===== src/gpxt_pkg.sv =====
// package: constants and state layout for the gpio expander tail block
package gpxt_pkg;
  localparam int unsigned GPXT_PINS = 8;
  // register offsets
  localparam logic [7:0] GPXT_ADDR_PIN4_TABLE = 8'h2b;
  localparam logic [7:0] GPXT_ADDR_ADVANCED = 8'had;
  localparam logic [7:0] GPXT_ADDR_DATA_HIGH = 8'h10;
  localparam logic [7:0] GPXT_ADDR_DATA_LOW = 8'h11;
  localparam logic [7:0] GPXT_ADDR_IRQ_MASK = 8'h12;
  localparam logic [7:0] GPXT_ADDR_EDGE_UPPER = 8'h13;
  localparam logic [7:0] GPXT_ADDR_EDGE_LOWER = 8'h14;
  localparam logic [7:0] GPXT_ADDR_IRQ_SOURCE = 8'h15;
  localparam logic [7:0] GPXT_ADDR_EVENT = 8'h16;
  // reset values
  localparam logic [7:0] GPXT_RST_PIN4_TABLE = 8'h00;
  localparam logic [7:0] GPXT_RST_ADVANCED = 8'h00;
  localparam logic [7:0] GPXT_RST_IRQ_MASK = 8'hff;
  localparam logic [7:0] GPXT_RST_EDGE = 8'h00;
  localparam logic [7:0] GPXT_RST_FLAGS = 8'h00;
  // advanced options fields; bit 0 and bits 7:3 are reserved
  localparam int unsigned GPXT_ADV_AUTOCLR_BIT = 2;
  localparam int unsigned GPXT_ADV_BOOST_BIT = 1;
  localparam logic [7:0] GPXT_ADV_WMASK = 8'h06;
  // low bank logic mode code for the 3-to-2 function
  localparam int unsigned GPXT_MODE_W = 2;
  localparam logic [GPXT_MODE_W-1:0] GPXT_MODE_3TO2 = 2'h3;
  // two-bit edge select codes
  typedef enum logic [1:0] {
    GPXT_EDGE_NONE = 2'b00,
    GPXT_EDGE_RISE = 2'b01,
    GPXT_EDGE_FALL = 2'b10,
    GPXT_EDGE_BOTH = 2'b11
  } gpxt_edge_t;
  typedef struct packed {
    logic [7:0] table_v;
    logic [7:0] adv;
    logic [7:0] mask;
    logic [7:0] edge_upper;
    logic [7:0] edge_lower;
    logic [7:0] src;
    logic [7:0] evt;
    logic [7:0] prev_pins;
    logic [7:0] rdata;
    logic pin4_out;
    logic pin4_drive;
    logic irq_n;
    logic boost;
  } gpxt_state_t;
endpackage


===== src/gpxt_edge.sv =====
// per-pin edge detector with two-bit edge select
`timescale 1ns/1ps
`default_nettype none
module gpxt_edge
  import gpxt_pkg::*;
(
  // pin samples
  input wire logic prev,
  input wire logic cur,
  // edge select
  input wire logic [1:0] sel,
  // detected edge
  output logic hit
);
  logic rise;
  logic fall;
  assign rise = !prev && cur;
  assign fall = prev && !cur;
  always_comb
  begin
    case (sel)
      GPXT_EDGE_NONE: hit = 1'b0;
      GPXT_EDGE_RISE: hit = rise;
      GPXT_EDGE_FALL: hit = fall;
      GPXT_EDGE_BOTH: hit = rise || fall;
      default: hit = 1'b0;
    endcase
  end
endmodule
`default_nettype wire


===== src/gpxt_top.sv =====
// gpio expander tail: pin 4 logic table, advanced options, interrupt flags
`timescale 1ns/1ps
`default_nettype none
module gpxt_top
  import gpxt_pkg::*;
(
  // clock and reset
  input wire logic clk,
  input wire logic rst,
  // register access from the serial interface logic
  input wire logic [7:0] reg_addr,
  input wire logic [7:0] reg_wdata,
  input wire logic reg_wr,
  input wire logic reg_rd,
  output logic [7:0] reg_rdata,
  // pins and mode
  input wire logic [15:0] pins_in,
  input wire logic [GPXT_MODE_W-1:0] low_bank_logic_mode,
  // outputs
  output logic pin4_out,
  output logic pin4_drive,
  output logic boost_on,
  output logic irq_out_n
);
  gpxt_state_t s_q;
  gpxt_state_t s_d;
  logic [7:0] hits;
  logic [7:0] src_set;
  logic [15:0] edge_sel;
  logic pin4_pick;
  logic data_rd;
  logic autoclr;

  assign edge_sel = {s_q.edge_upper, s_q.edge_lower};

  genvar gi;
  generate
    for (gi = 0; gi < GPXT_PINS; gi++)
    begin : g_edge
      gpxt_edge u_edge (
        .prev(s_q.prev_pins[gi]),
        .cur(pins_in[gi]),
        .sel(edge_sel[2*gi +: 2]),
        .hit(hits[gi])
      );
    end
  endgenerate

  assign src_set = hits & ~s_q.mask;
  assign pin4_pick = s_q.table_v[pins_in[2:0]];
  assign autoclr = s_q.adv[GPXT_ADV_AUTOCLR_BIT];
  assign data_rd = reg_rd
    && (reg_addr == GPXT_ADDR_DATA_HIGH || reg_addr == GPXT_ADDR_DATA_LOW);

  always_comb
  begin
    s_d = s_q;
    s_d.prev_pins = pins_in[7:0];
    s_d.pin4_drive = (low_bank_logic_mode == GPXT_MODE_3TO2);
    s_d.pin4_out = (low_bank_logic_mode == GPXT_MODE_3TO2) ? pin4_pick : 1'b0;
    if (reg_wr)
    begin
      case (reg_addr)
        GPXT_ADDR_PIN4_TABLE: s_d.table_v = reg_wdata;
        // boost and auto-clear bits stored, reserved bits held zero
        GPXT_ADDR_ADVANCED: s_d.adv = reg_wdata & GPXT_ADV_WMASK;
        GPXT_ADDR_IRQ_MASK: s_d.mask = reg_wdata;
        GPXT_ADDR_EDGE_UPPER: s_d.edge_upper = reg_wdata;
        GPXT_ADDR_EDGE_LOWER: s_d.edge_lower = reg_wdata;
        GPXT_ADDR_IRQ_SOURCE: s_d.src = s_q.src & ~reg_wdata;
        GPXT_ADDR_EVENT:
        begin
          s_d.evt = s_q.evt & ~reg_wdata;
          s_d.src = s_q.src & ~reg_wdata;
        end
        default: s_d.adv = s_q.adv;
      endcase
    end
    // auto-clear on either bank data read
    if (data_rd && autoclr)
      s_d.src = GPXT_RST_FLAGS;
    // new edges win over any clear in the same cycle
    s_d.src = s_d.src | src_set;
    s_d.evt = s_d.evt | hits;
    s_d.boost = s_d.adv[GPXT_ADV_BOOST_BIT];
    s_d.irq_n = ~|s_q.src;
    s_d.rdata = s_q.rdata;
    if (reg_rd)
    begin
      case (reg_addr)
        GPXT_ADDR_PIN4_TABLE: s_d.rdata = s_q.table_v;
        GPXT_ADDR_ADVANCED: s_d.rdata = s_q.adv;
        GPXT_ADDR_DATA_HIGH: s_d.rdata = pins_in[15:8];
        GPXT_ADDR_DATA_LOW: s_d.rdata = pins_in[7:0];
        GPXT_ADDR_IRQ_MASK: s_d.rdata = s_q.mask;
        GPXT_ADDR_EDGE_UPPER: s_d.rdata = s_q.edge_upper;
        GPXT_ADDR_EDGE_LOWER: s_d.rdata = s_q.edge_lower;
        GPXT_ADDR_IRQ_SOURCE: s_d.rdata = s_q.src;
        GPXT_ADDR_EVENT: s_d.rdata = s_q.evt;
        default: s_d.rdata = GPXT_RST_FLAGS;
      endcase
    end
  end

  always_ff @(posedge clk or posedge rst)
  begin
    if (rst)
    begin
      s_q.table_v <= GPXT_RST_PIN4_TABLE;
      s_q.adv <= GPXT_RST_ADVANCED;
      s_q.mask <= GPXT_RST_IRQ_MASK;
      s_q.edge_upper <= GPXT_RST_EDGE;
      s_q.edge_lower <= GPXT_RST_EDGE;
      s_q.src <= GPXT_RST_FLAGS;
      s_q.evt <= GPXT_RST_FLAGS;
      s_q.prev_pins <= GPXT_RST_FLAGS;
      s_q.rdata <= GPXT_RST_FLAGS;
      s_q.pin4_out <= 1'b0;
      s_q.pin4_drive <= 1'b0;
      s_q.irq_n <= 1'b1;
      s_q.boost <= 1'b0;
    end
    else
    begin
      s_q <= s_d;
    end
  end

  assign reg_rdata = s_q.rdata;
  assign pin4_out = s_q.pin4_out;
  assign pin4_drive = s_q.pin4_drive;
  assign boost_on = s_q.boost;
  assign irq_out_n = s_q.irq_n;
endmodule
`default_nettype wire


===== config.mk =====
export PLATFORM = sky130hd
export DESIGN_NAME = gpxt_top
export DESIGN_NICKNAME = d
export VERILOG_FILES = /design/src/gpxt_pkg.sv /design/src/gpxt_edge.sv /design/src/gpxt_top.sv
export SDC_FILE = /design/constraint.sdc
export NUM_CORES = 1
export LEC_CHECK = 0
export BUFFER_PORTS_ARGS = -buffer_cell sky130_fd_sc_hd__clkbuf_2
export CAP_MARGIN = 20
export CORE_MARGIN = 3
export CORE_UTILIZATION = 38
export CTS_CLUSTER_SIZE = 8
export DETAILED_ROUTE_END_ITERATION = 10
export MAX_ROUTING_LAYER = met4
export PLACE_DENSITY_LB_ADDON = 0.08
export SLEW_MARGIN = 40
export SYNTH_ARGS = -nofsm -noshare
export SYNTH_HDL_FRONTEND = slang
export SYNTH_HIERARCHICAL = 1
export SYNTH_SLANG_ARGS = --single-unit

===== constraint.sdc =====
create_clock -name clk -period 2.35 [get_ports clk]
set_clock_uncertainty 0.1 [all_clocks]
set_input_delay 0.5875 -clock clk [delete_from_list [all_inputs] [get_ports clk]]
set_output_delay 0.5875 -clock clk [all_outputs]
set_load 0.1 [all_outputs]

==> results.ini <==
[timing]
finalWorstSetupSlack_ns = 0.199
max_slew_margin = 0.619
slew_viol_final = 0
rsz0062_at_grt = false
hold_viol_final = 0
setup_viol = 0
worst_slew_pin_slew_ns = 0.571
fin_crit_sh = 0.915
max_freq_ghz = 0.465
period_minus_slack_ns = 2.15
holdWs_ns = 0.166

[cts]
clkSinkCount = 69
cts_buffer_depth = 2
postCtsSetupBuffers = 0
cts_resized = 0
clock_latency_ns = 0.36
cts_tree = done
cts-root-buf = clkbuf_8
clk_pin_slew_ns = 0.09
cts_inserted_buffers = 9
hold_buffers = 0
cts_max_level = 3

[die]
die_x_um = 108
ios = 50
fp-row-count = 36
die_h_um = 108
start_util = 0.398
die_area_um2 = 11700
core_um2 = 9950

[logic_synthesis]
synthArstFlopShare = 1.00
synth_ff_type = dfrtp_1
synth_edf_count = 0
yosys-top-cells-area = dfrtp_1, mux2_2, dfstp_2, mux4_2, ha_1
syn_area_um2 = 3960
synth_most_common_cell = dfrtp_1
synth_area_leader_cell = dfrtp_1
syn_inst = 344
synth_warnings = 6
synth_top_area_share = 0.379
seq_area_frac_synth = 0.439
ys_ff_latch = 69
synth_common_cells = dfrtp_1, mux2_2, inv_1
synth.avg_cell_area_um2 = 11.5
synth_cell_type_count = 50
syn-num-nets = 398

[pwr]
combPwrFrac = 0.170
switching_share = 0.273
p_seq_frac = 0.476
internal_power_w = 0.00222
switching_power_w = 0.000835
p_leak_nw = 2.21
power-per-cell-area_nw_per_um2 = 642
ir_drop_mv = 0.241
p_clk_frac = 0.355

[detailed_routing]
vias = 2908
avgViaCountPerCell = 5.27
avgRoutedWirePerCell_um = 18.8
remaining_drc_errors = 0
drt_pass1_iterations = 4
ant_nets = 0
finalWirelength_um = 10400
drt_iter0_markers = 152

[finish]
syn2layout_area_growth_pct = 20.4
design_area_um2 = 4770
layout.nets = 468
layout-drive-gt1-share = 0.401
n_antenna_cell = 0
fin_util = 0.479
fillers = 943

[setup_path]
cp_num_buf_inv = 3
cp_cell_sequence = clkbuf_2 > or4b_4 > nor3_4 > buf_4 > nor3b_4 > buf_12 > mux2_2
reg2reg_depth = 4
cp_slowest_stage_delay_ns = 0.56
cp-end-kind = flip-flop
cp.arrival_ns = 2.34
cp_max_fo = 9
path_class = primary input to flip-flop
cp.required_ns = 2.53
slowest_stage = or4b_4
critical_path_depth = 7
cp_top_family = simple AND/OR/NAND/NOR gates
startpoint_type = primary input

[worst_hold_path]
hp-class = primary input to async pin

[global_routing]
grt_remaining_overflow = 0
grt_pass1_vias = 2867
grt_use_total = 0.192
grt_pass1_wl_um = 16300
grt_max_degree = 27
grt_antenna_before_repair = 0

[place]
port_buffers = 49
gp_congestion = 0.850
placed_area_um2 = 4550
hpwl_um = 7760
pre_cts_ws_ns = -0.167

[run_status]
status = finished clean

[run]
cap_viol_max_count = 0

cells by family after synthesis:
group,share of synthesized area
and+or+nand+nor,0.136
DFF,0.439
muxes,0.202
AOI/OAI and AO/OA,0.105
buffers and inverters,0.0670
adders and majority gates,0.0506
cell type report:
| type | count | area, um2 | area share |
|---|---|---|---|
| repair buffers | 79 | 520 | 0.109 |
| multi-input cells | 219 | 1990 | 0.417 |
| well taps | 133 | 166 | 0.0349 |
| clock buffers | 10 | 128 | 0.0268 |
| flip-flops and latches | 69 | 1740 | 0.364 |
| inverters | 36 | 139 | 0.0291 |
| clock inverters | 6 | 88.8 | 0.0186 |
routing by layer:
metal	vias up	track usage	share of wire
met5	-	-	0
met2	49	0.280	0.47
li1	1376	-	-
met4	0	0.0703	0.0099
met1	1473	0.273	0.48
met3	10	0.0257	0.038
registers in the layout (all words and copies together), names as in the netlist:
| name | flops |
|---|---|
| edge_sel | 16 |
| irq_out_n | 1 |
| reg_rdata | 8 |
| s_q | 41 |
| pin4_out | 1 |
| autoclr | 1 |
| pin4_drive | 1 |
stage by stage:
stage | cells | setup TNS (ns) | power [W]
global route | 552 | 0 | 0.00321
CTS | 552 | 0 | 0.00309
floorplan | 344 | -3.39 | 0.00180
global placement | 536 | -3.13 | 0.00199
finish | 552 | 0 | 0.00306
detailed placement | 536 | -3.15 | 0.00200
power groups by stage:
stage	combinational, W	sequential [W]	clock (W)
6_report	0.000519	0.00146	0.00109
5_1_grt	0.000574	0.00148	0.00116
4_1_cts	0.000529	0.00145	0.00111
3_5_place_dp	0.000525	0.00148	0
3_3_place_gp	0.000515	0.00147	0
2_1_floorplan	0.000340	0.00146	0
worst register-to-register path: stages, from the launching register on:
cell and delay, ns:
dfrtp_1 0.42, mux2_2 0.28, mux4_2 0.48, a222oi_1 0.38
o22ai_1 0.11
cell usage in the layout, fill, tap and decap left out, types with 2 or more instances in the layout:
| cell | n |
|---|---|
| or4_1 | 2 |
| clkinvlp_4 | 3 |
| mux2_2 | 32 |
| a21o_1 | 8 |
| buf_12 | 4 |
| dfstp_2 | 9 |
| bufinv_16 | 2 |
| and2_1 | 7 |
| mux2i_1 | 5 |
| inv_1 | 35 |
| a211oi_1 | 3 |
| nor4_1 | 2 |
| dfrtp_1 | 60 |
| o22ai_1 | 8 |
| a32o_1 | 8 |
| o21ai_1 | 17 |
| buf_4 | 26 |
| or4bb_1 | 2 |
| ha_1 | 16 |
| nor2b_1 | 23 |
| nand2b_1 | 4 |
| clkbuf_2 | 49 |
| a222oi_1 | 6 |
| mux4_2 | 9 |
| nand3_1 | 9 |
| nand3b_1 | 2 |
| nor2_1 | 2 |
| nand4b_1 | 3 |
| clkbuf_8 | 9 |
| nand2_1 | 18 |
| mux2_4 | 14 |
worst paths after layout:
kind,startpoint,endpoint,slack (ns)
worst max-delay path,reg_addr[6],s_q[59],0.20
worst min-delay path,rst,s_q[18],0.17
max in group asynchronous,rst,s_q[53],1.39
worst max register to register,edge_sel[14],reg_rdata[6],0.46
worst min register to register,s_q[25],s_q[25],0.37
min in group clk,pins_in[6],s_q[18],0.27
Power figures use the tool's default switching activity.
